<file path="src/design/asr_pkg.sv">
package asr_pkg;
  // ----------------------------------------------------------------
  // register map (word addresses on the Avalon slave)
  // ----------------------------------------------------------------
  localparam logic [1:0] ADDR_SEL      = 2'h0;
  localparam logic [1:0] ADDR_RES_LOW  = 2'h1;
  localparam logic [1:0] ADDR_RES_HIGH = 2'h2;
  localparam logic [1:0] ADDR_STATUS   = 2'h3;
  // ----------------------------------------------------------------
  // field positions and reset values
  // ----------------------------------------------------------------
  localparam int         REF_HI        = 7;
  localparam int         REF_LO        = 6;
  localparam int         ALIGN_BIT     = 5;
  localparam int         CHAN_HI       = 4;
  localparam int         DONE_BIT      = 0;
  localparam int         BUSY_BIT      = 1;
  localparam int         RES_W         = 10;
  localparam logic [7:0] SEL_RESET     = 8'h00;
  // ----------------------------------------------------------------
  // reference select encodings and result limits
  // ----------------------------------------------------------------
  localparam logic [1:0] REF_EXT_PIN   = 2'h0;
  localparam logic [1:0] REF_SUPPLY    = 2'h1;
  localparam logic [1:0] REF_RESERVED  = 2'h2;
  localparam logic [1:0] REF_INTERNAL  = 2'h3;
  localparam logic [9:0] SE_MIN        = 10'h000;
  localparam logic [9:0] SE_MAX        = 10'h3FF;
  localparam logic [9:0] DIFF_MIN      = 10'h200;
  localparam logic [9:0] DIFF_MAX      = 10'h1FF;
  // ----------------------------------------------------------------
  // channel table boundaries (channel_gain_select codes)
  // ----------------------------------------------------------------
  localparam logic [4:0] CH_DIFF_FIRST = 5'h08;
  localparam logic [4:0] CH_DIFF_LAST  = 5'h1D;
  // ----------------------------------------------------------------
  // timing
  // ----------------------------------------------------------------
  localparam int         SYS_CLK_HZ    = 40_000_000;
  localparam int         CONV_CLK_HZ   = 5_000_000;
  localparam int         CONV_DIV      = SYS_CLK_HZ / CONV_CLK_HZ;
  localparam int         CONV_CYCLES   = 13;
endpackage : asr_pkg

</file>
<file path="src/design/asr_clk_div.sv">
`timescale 1ns/1ps
// one-cycle enable pulse every DIV system clocks
module asr_clk_div
  import asr_pkg::*;
#(
  parameter int DIV = CONV_DIV
) (
  input  wire logic sys_clk_in,  // system clock
  input  wire logic rst_in,      // synchronous reset, active high
  output logic      tick_out     // one-cycle converter clock enable
);
  typedef struct packed {
    logic [7:0] cnt;
    logic       tick;
  } asr_div_st_t;

  asr_div_st_t st;
  asr_div_st_t next_st;

  always_comb begin
    next_st      = st;
    next_st.tick = 1'b0;
    if (st.cnt == 8'(DIV - 1)) begin
      next_st.cnt  = 8'h00;
      next_st.tick = 1'b1;
    end else begin
      next_st.cnt = st.cnt + 8'h01;
    end
  end

  always_ff @(posedge sys_clk_in) begin
    if (rst_in) begin
      st <= '0;
    end else begin
      st <= next_st;
    end
  end

  assign tick_out = st.tick;
endmodule : asr_clk_div

</file>
<file path="src/design/asr_format.sv">
`timescale 1ns/1ps
// places a 10-bit result into the two result bytes
module asr_format
  import asr_pkg::*;
(
  input  wire logic [9:0] result_in,  // raw conversion code
  input  wire logic       left_in,    // result_left_align
  output logic      [7:0] low_out,    // result_low_byte view
  output logic      [7:0] high_out    // result_high_byte view
);
  always_comb begin
    if (left_in) begin
      high_out = result_in[9:2];
      low_out  = {result_in[1:0], 6'h00};
    end else begin
      high_out = {6'h00, result_in[9:8]};
      low_out  = result_in[7:0];
    end
  end
endmodule : asr_format

</file>
<file path="src/design/asr_top.sv">
// Local design decisions: the Avalon-MM register port and the register addresses.
`timescale 1ns/1ps
// Operation
// - result bytes hold the finished conversion once done flag is high
// - single-ended result is unsigned, 0x000 at ground to 0x3FF at reference-1
// - differential result is two's complement 0x200 (-512) to 0x1FF (+511)
// - top result bit in the high byte gives differential polarity, one negative
// - differential saturates at 0x1FF; one step below zero reads 0x3FF
// - reference select rewritten mid-conversion applies only after done
// - reference 00 external pin, 01 analog supply, 10 reserved, 11 internal
// - bit 5 picks left alignment when one, right alignment when zero
// - alignment change re-maps result bytes at once, even mid-conversion
// - same input may be chosen as both differential inputs
// - channel and gain select rewritten mid-conversion applies only after done
// - done flag sets when a conversion ends and results are updated
module asr_top
  import asr_pkg::*;
#(
  parameter int DIV     = CONV_DIV,
  parameter int CYCLES  = CONV_CYCLES
) (
  input  wire logic        sys_clk_in,          // 40 MHz system clock
  input  wire logic        rst_in,              // synchronous reset, active high
  // Avalon-MM slave
  input  wire logic [1:0]  avs_address_in,      // word address
  input  wire logic        avs_read_in,         // read request
  input  wire logic        avs_write_in,        // write request
  input  wire logic [31:0] avs_writedata_in,    // write data
  output logic      [31:0] avs_readdata_out,    // read data
  output logic             avs_waitrequest_out, // stall
  // analog front end
  input  wire logic        conv_start_in,       // start a conversion (pulse)
  input  wire logic        sample_diff_in,      // core reports a differential pair
  input  wire logic signed [11:0] sample_in,    // raw core value, may exceed range
  output logic      [1:0]  reference_select_out,     // applied reference
  output logic      [4:0]  channel_gain_select_out,  // applied channel/gain
  output logic             internal_ref_on_out,      // internal reference enabled
  output logic             conv_busy_out,            // conversion in progress
  output logic             conversion_done_flag_out  // conversion complete
);
  // ----------------------------------------------------------------
  // state
  // ----------------------------------------------------------------
  typedef enum logic [1:0] {
    ASR_IDLE,
    ASR_CONV
  } asr_phase_t;

  typedef struct packed {
    asr_phase_t  phase;
    logic [7:0]  input_selection;
    logic [1:0]  ref_applied;
    logic [4:0]  chan_applied;
    logic [4:0]  conv_cnt;
    logic [9:0]  result;
    logic        done;
    logic        ack;
    logic [31:0] rdata;
    logic [7:0]  res_low;
    logic [7:0]  res_high;
    logic        busy;
    logic        int_ref;
    logic        bus_wait;
  } asr_st_t;

  asr_st_t st;
  asr_st_t next_st;
  logic    tick;
  logic [7:0] fmt_low;
  logic [7:0] fmt_high;
  logic [9:0] coded;
  logic       req;
  logic       wr_sel;
  logic       last_tick;
  logic       clr_done;
  logic [7:0] wdata_byte;

  asr_clk_div #(
    .DIV (DIV)
  ) u_div (
    .sys_clk_in (sys_clk_in),
    .rst_in     (rst_in),
    .tick_out   (tick)
  );

  // alignment is taken live from the register, so a change re-maps at once
  asr_format u_fmt (
    .result_in (next_st.result),
    .left_in   (next_st.input_selection[ALIGN_BIT]),
    .low_out   (fmt_low),
    .high_out  (fmt_high)
  );

  // ----------------------------------------------------------------
  // result coding
  // ----------------------------------------------------------------
  always_comb begin
    if (sample_diff_in) begin
      if (sample_in > 12'sd511) begin
        coded = DIFF_MAX;
      end else if (sample_in < -12'sd512) begin
        coded = DIFF_MIN;
      end else begin
        coded = sample_in[9:0];
      end
    end else begin
      if (sample_in < 12'sd0) begin
        coded = SE_MIN;
      end else if (sample_in > 12'sd1023) begin
        coded = SE_MAX;
      end else begin
        coded = sample_in[9:0];
      end
    end
  end

  assign req       = avs_read_in | avs_write_in;
  // writes land at the edge where waitrequest is seen low, the same edge the master uses
  assign wr_sel    = avs_write_in && st.ack && avs_address_in == ADDR_SEL;
  assign clr_done  = avs_write_in && st.ack && avs_address_in == ADDR_STATUS
                     && avs_writedata_in[DONE_BIT];
  assign wdata_byte = avs_writedata_in[7:0];
  assign last_tick = st.phase == ASR_CONV && tick && st.conv_cnt == 5'(CYCLES - 1);

  // ----------------------------------------------------------------
  // next state
  // ----------------------------------------------------------------
  always_comb begin
    next_st     = st;
    next_st.ack = req && !st.ack;
    if (wr_sel) begin
      next_st.input_selection = avs_writedata_in[7:0];
    end
    // a set of the done flag wins over a software clear in the same cycle
    if (clr_done) begin
      next_st.done = 1'b0;
    end
    unique case (st.phase)
      ASR_IDLE: begin
        // selections follow the register while idle
        next_st.ref_applied  = next_st.input_selection[REF_HI:REF_LO];
        next_st.chan_applied = next_st.input_selection[CHAN_HI:0];
        if (conv_start_in) begin
          next_st.phase    = ASR_CONV;
          next_st.conv_cnt = 5'h00;
        end
      end
      ASR_CONV: begin
        if (tick) begin
          next_st.conv_cnt = st.conv_cnt + 5'h01;
        end
        if (last_tick) begin
          next_st.phase        = ASR_IDLE;
          next_st.result       = coded;
          next_st.done         = 1'b1;
          // deferred selections take effect with the done flag
          next_st.ref_applied  = next_st.input_selection[REF_HI:REF_LO];
          next_st.chan_applied = next_st.input_selection[CHAN_HI:0];
        end
      end
    endcase
    next_st.busy     = next_st.phase == ASR_CONV;
    next_st.int_ref  = next_st.ref_applied == REF_INTERNAL;
    next_st.bus_wait = !next_st.ack;
    next_st.res_low  = fmt_low;
    next_st.res_high = fmt_high;
    next_st.rdata    = 32'h0000_0000;
    if (avs_read_in && !st.ack) begin
      unique case (avs_address_in)
        ADDR_SEL:      next_st.rdata = {24'h0, next_st.input_selection};
        ADDR_RES_LOW:  next_st.rdata = {24'h0, fmt_low};
        ADDR_RES_HIGH: next_st.rdata = {24'h0, fmt_high};
        ADDR_STATUS:   next_st.rdata = {30'h0, next_st.phase == ASR_CONV, next_st.done};
      endcase
    end
  end

  always_ff @(posedge sys_clk_in) begin
    if (rst_in) begin
      st          <= '0;
      // stall stays up out of reset so a first request is never answered early
      st.bus_wait <= 1'b1;
    end else begin
      st <= next_st;
    end
  end

  // ----------------------------------------------------------------
  // outputs
  // ----------------------------------------------------------------
  assign avs_readdata_out         = st.rdata;
  assign avs_waitrequest_out      = st.bus_wait;
  assign reference_select_out     = st.ref_applied;
  assign channel_gain_select_out  = st.chan_applied;
  assign conv_busy_out            = st.busy;
  assign conversion_done_flag_out = st.done;
  // reserved reference code leaves the internal reference off
  assign internal_ref_on_out      = st.int_ref;
endmodule : asr_top

</file>
<file path="config.mk">
export PLATFORM = sky130hd
export DESIGN_NAME = asr_top
export DESIGN_NICKNAME = d
export VERILOG_FILES = /design/src/design/asr_pkg.sv /design/src/design/asr_clk_div.sv /design/src/design/asr_format.sv /design/src/design/asr_top.sv
export SDC_FILE = /design/constraint.sdc
export NUM_CORES = 1
export LEC_CHECK = 0
export BUFFER_PORTS_ARGS = -buffer_cell sky130_fd_sc_hd__buf_2
export CELL_PAD_IN_SITES_DETAIL_PLACEMENT = 1
export CELL_PAD_IN_SITES_GLOBAL_PLACEMENT = 2
export CORE_MARGIN = 8
export CORE_UTILIZATION = 28
export CTS_CLUSTER_SIZE = 12
export DETAILED_ROUTE_END_ITERATION = 8
export PLACE_DENSITY_LB_ADDON = 0.1
export SYNTH_ARGS = -nofsm -noshare
export SYNTH_HDL_FRONTEND = slang
export SYNTH_SLANG_ARGS = --single-unit
</file>
<file path="constraint.sdc">
create_clock -name sys_clk_in -period 2.19 [get_ports sys_clk_in]
set_input_delay 0.1095 -clock sys_clk_in [delete_from_list [all_inputs] [get_ports sys_clk_in]]
set_output_delay 0.1095 -clock sys_clk_in [all_outputs]
set_load 0.02 [all_outputs]
</file>
==> Yosys cells after proc, flatten, opt, wreduce, memory -nomap -nowiden <==
Cells that the tools add are included.
{ "totals": {"register_bits": 78, "input_bits": 52, "out_inout_bits": 43, "wordCells": 68} }
{ "op_classes": {"addsub": 2, "n_lt_le_gt_ge": 4, "n_eq_ne": 11, "n_mux": 20, "bitwise": 2, "n_reduce_logical": 15} }
{ "op_table": {"columns": ["operator", "n"], "rows": [
  ["$pmux 32 s4", 1],
  ["$mux 10", 5],
  ["$mux 8", 3],
  ["$pmux 12 s2", 1],
  ["$mux 11", 2],
  ["$gt 12x10->1 const B", 1],
  ["$gt 12x11->1 const B", 1],
  ["$lt 12x1->1 const B", 1],
  ["$lt 12x10->1 const B", 1],
  ["$mux 5", 2],
  ["$add 8x1->8 const B", 1],
  ["$eq 8x3->1 const B", 1],
  ["$logic_and 1x1->1", 8],
  ["$mux 7", 1],
  ["$eq 2x1->1 const B", 3],
  ["$eq 2x2->1 const B", 3],
  ["$add 5x1->5 const B", 1],
  ["$eq 5x4->1 const B", 1],
  ["$logic_not 2->1", 2],
  ["$mux 2", 2],
  ["$ne 2x2->1 const B", 2],
  ["$pmux 2 s2", 1],
  ["$reduce_or 2->1", 2],
  ["$logic_not 1->1", 2],
  ["5 further kinds", 6]
]} }

==> Depth between registers and ports, before layout <==
{ "depth": {"depth_word": 8, "mapped_depth": 10} }

==> Hierarchy <==
Synthesis repeated with hierarchy kept, for this count alone.
{ "unflattened": {"hier_cells": 316, "area_unflattened_um2": 2725.1} }
{ "by_module_without_submodules": {"columns": ["mod", "instances", "cells_per_inst", "area_each_um2", "seq_area_each_um2"], "rows": [
  ["asr_top", 1, 258, 2194.6, 900.9],
  ["asr_clk_div", 1, 40, 372.9, 180.2],
  ["asr_format", 1, 18, 157.7, 0.0]
]} }

==> Worst setup path after synthesis <==
OpenSTA, ideal clock, no wires.
{ "synth_timing": {"path_type": "reg2reg", "from": "reg st[63] (netlist name)", "to": "reg st, in the netlist avs_readdata_out[2]", "setup_time_ns": 0.120, "arrival_ns": 1.830, "required_ns": 2.070, "slack_ns": 0.240, "path_stages_with_launch": 10, "n_path_buf": 2, "path_cell_list": "dfxtp_1 -> inv_1 -> ha_1 -> and4b_1 -> buf_2 -> and2_4 -> buf_6 -> mux2_4 -> and4b_1 -> o31a_1"} }
{ "synth_between": {"elab_chain_cells": 6} }
{ "synth_lines": {"columns": ["element", "line", "text"], "rows": [
  ["start, declared", "asr_top.sv:66", "asr_st_t st;"],
  ["start signal, assigned", "asr_top.sv:184", "st <= next_st;"],
  ["$eq 5x4->1 *", "asr_top.sv:123", "assign last_tick = st.phase == ASR_CONV && tick && st.conv_cnt == 5'(CYCLES - 1);"],
  ["$logic_and 1x1->1 *", "asr_top.sv:123", null],
  ["$mux 11 *", "asr_top.sv:152", "if (last_tick) begin"],
  ["$mux 11 *", "asr_top.sv:138", "unique case (st.phase)"],
  ["$mux 8", "asr_format.sv:12", "if (left_in) begin"],
  ["$pmux 32 s4 *", "asr_top.sv:169", "unique case (avs_address_in)"]
]} }
Every way passes the cells marked *; elsewhere a longest branch is shown, timed or not. The select of a mux whose other input is x is not followed.
A chain may end at the register's enable or synchronous reset.

==> Worst setup path in the final report <==
{ "layout_timing": {"from": "reg st[63] (netlist name)", "to": "reg st, in the netlist avs_readdata_out[6]"} }
The elaborated chain is that of the path after synthesis.

==> flow_summary.ini <==
[timing]
clock.fmax_ghz = 0.521
fin_ws_ps = 272
fin_tns_setup_ps = 0
max_slew.worst_pin.slew_ps = 661
slew_violations = 0
finalHoldViolCount = 0
slew_headroom_pct = 55.8
fin_crit_sh_pct = 87.6
rsz0062_at_grt = false
skew_ps = 13.5
setup_viol = 0
period_needed_ps = 1920

[floorplanning]
fp.dieW_um = 116
coreArea_um2 = 9770
io_pins = 95
die-area_um2 = 13600
std_cell_rows = 36
die_h_um = 116
initial_utilization_pct = 28.9

[detailed_routing]
wl_per_cell_um = 14.9
drt_iter0_drc = 86
finalWirelength_um = 7380
ant_nets = 0
firstDrtPassIters = 4
drc = 0
avgViaCountPerCell = 4.57
vias = 2268

[clock_network]
clkSinkCount = 54
root_buffer = clkbuf_8
clock_latency_ps = 310
cts-resized-gates = 0
ctsHoldBuffers = 0
postCtsSetupRepairBufs = 0
cts-htree-levels = 2
cts_tree = built
cts_buffer_depth = 2
cts_buffers = 5
clk_pin_slew_ps = 100

[pwr]
p_leak_nw = 1.28
power-per-cell-area_nw_per_um2 = 578
vdd_drop_max_mv = 0.205

[final_layout]
layout.nets = 418
fill_cells = 1228
drive_gt1_share_pct = 19.0
area_growth_pct = 8.56
antenna_cells = 0

[setup_path]
rrSetupSlack_ps = 270
crit_buf_inv = 2
r2r-start = st[63]$_SDFFE_PP0P_
crit_family = simple AND/OR/NAND/NOR gates
critPathKind = register to register
r2r_end = avs_readdata_out[6]$_SDFF_PP0_
critPathLaunch = st[63]$_SDFFE_PP0P_
cpMaxStageDelayCell = a2111oi_0
ff2ff_path_depth = 8
crit_chain = inv_1, ha_1, and4b_1, buf_4, nand2_1, a21oi_1, a2111oi_0, or3_1
cp.arrival_ps = 2180
path_max_fanout = 6
max_stage_delay_ps = 420
crit_path_end_kind = register
startpoint_type = register
required_ps = 2450

[synth]
yosysSeqAreaShare_pct = 38.3
ys_types = 54
avgSynthCellArea_um2 = 8.43
yosysWarnings = 0
synth_ff_type = dfxtp_1
yosysTopAreaCellShare_pct = 38.3
synth_area_leaders = dfxtp_1 (38%), buf_4 (11%), nor2_1 (7.8%)
async_reset_ff_share_pct = 0
synth_top_area_cell = dfxtp_1
syn_inst = 335
synth_edf_count = 0
synth_area_um2 = 2820
synth_seq_cells = 54

[global_routing]
track_usage_pct = 11.3
grt_max_degree = 37
antenna_found_initial = 0
grt_first_pass_wirelength_um = 12100
grt_pass1_vias = 2384
grt.overflow.total = 0

[hold_path]
hold_path.class = primary input to register
hold_end = st[84]$_SDFF_PP0_
holdPathStages = 2
hp-start = conv_start_in

[placement]
post-place-ws_ps = 266
gp_congestion = 0.724
dp_hpwl_um = 5600
port_buffers = 46

[outcome]
status = finished clean

[flow_run]
maxCapViolCount = 0
-- registers in the layout (all words and copies together), names as in the netlist --
| register | flops |
|---|---|
| st | 26 |
| avs_readdata_out | 8 |
| conv_busy_out | 1 |
| internal_ref_on_out | 1 |
| channel_gain_select_out | 5 |
| reference_select_out | 2 |
| conversion_done_flag_out | 1 |
| u_div.tick_out | 1 |
| avs_waitrequest_out | 1 |
| u_div.st | 8 |
-- metal layers --
layer  vias to the layer above  wire (um)  global-route usage, %
met5                         -          0                      0
met4                         0         76                   3.37
met3                         7        366                   2.38
met2                        45       3420                   18.5
met1                      1075       3520                   14.7
li1                       1141          -                      -
-- layout make-up --
| type | instances | area (um^2) | share of cell area, % |
|---|---|---|---|
| Multi-Input combinational cell | 243 | 1430 | 46.6 |
| Timing Repair Buffer | 54 | 290 | 9.47 |
| Sequential cell | 54 | 1080 | 35.3 |
| Clock buffer | 6 | 72.6 | 2.37 |
| Tap cell | 133 | 166 | 5.43 |
| Clock inverter | 1 | 7.51 | 0.245 |
| Inverter | 5 | 18.8 | 0.612 |
-- Yosys cell counts (3+ instances only) --
cell	number
nor2_1	59
dfxtp_1	54
buf_4	40
a21oi_1	21
nand2_1	21
mux2i_1	13
clkbuf_1	9
xor2_1	7
a21boi_0	6
nand3_1	6
nor3_1	6
buf_2	5
inv_1	5
mux2_2	5
o21ai_0	5
o21bai_1	5
a22oi_1	4
nand2b_1	4
nor2b_1	4
a211o_1	3
and3_1	3
ha_1	3
o22ai_1	3
or3_1	3
-- worst register-to-register path, delay by kind of cell (launching register included) --
kind | cells | cell delay (ps)
adders and majority gates | 1 | 190
buffers and inverters | 2 | 230
AOI/OAI and AO/OA | 2 | 520
and+or+nand+nor | 3 | 560
DFF | 1 | 360
-- cells in the final DEF (no fill, tap or decap), types with 4 or more instances in the layout --
cell      Yosys  routed
conb_1        1      24
xor2_1        7       7
nand2b_1      4       4
nor2b_1       4       4
a21boi_0      6       6
o21bai_1      5       5
a22oi_1       4       4
nor2_1       59      59
a21oi_1      21      21
buf_4        40       8
buf_2         5      46
o21ai_0       5       5
mux2_2        5       5
dfxtp_1      54      54
inv_1         5       5
clkbuf_8      0       5
nor3_1        6       6
nand3_1       6       6
mux2i_1      13      13
nand2_1      21      21
-- worst max-delay path by stage --
stage | end | cells after the start
floorplan | avs_readdata_out[2]$_SDFF_PP0_ | 9
global placement | avs_readdata_out[2]$_SDFF_PP0_ | 7
detailed placement | avs_readdata_out[6]$_SDFF_PP0_ | 8
CTS | avs_readdata_out[6]$_SDFF_PP0_ | 8
global route | avs_readdata_out[6]$_SDFF_PP0_ | 8
finish | avs_readdata_out[6]$_SDFF_PP0_ | 8
-- power by group --
part           switching [mW]  internal, mW
clock network           0.326         0.221
registers             0.00961         0.998
logic                   0.151        0.0663
-- kinds of logic (layout without fill, tap and decap cells) --
kind of cell | count (synthesis) | in the layout | synth area share [%]
DFF | 54 | 54 | 38.3
AOI/OAI and AO/OA | 67 | 67 | 16.0
xor gates and xnor gates | 9 | 9 | 2.79
adders and majority gates | 3 | 3 | 1.33
muxes | 19 | 19 | 7.14
buffers and inverters | 61 | 66 | 14.2
other | 1 | 24 | 0.133
and+or+nand+nor | 121 | 121 | 20.1
-- through the flow --
step | hold WS, ps | cell area, um^2 | utilization (%) | instances | power, mW
5_1_grt | 13.0 | 3060 | 31.3 | 496 | 1.88
6_report | 19.8 | 3060 | 31.3 | 496 | 1.77
3_5_place_dp | 352 | 2980 | 30.5 | 489 | 1.25
2_1_floorplan | 186 | 2910 | - | 358 | 1.21
3_3_place_gp | 349 | 2980 | 30.5 | 489 | 1.25
4_1_cts | 10.3 | 3060 | 31.3 | 496 | 1.81
No activity file was read; power rests on OpenSTA's default activity.
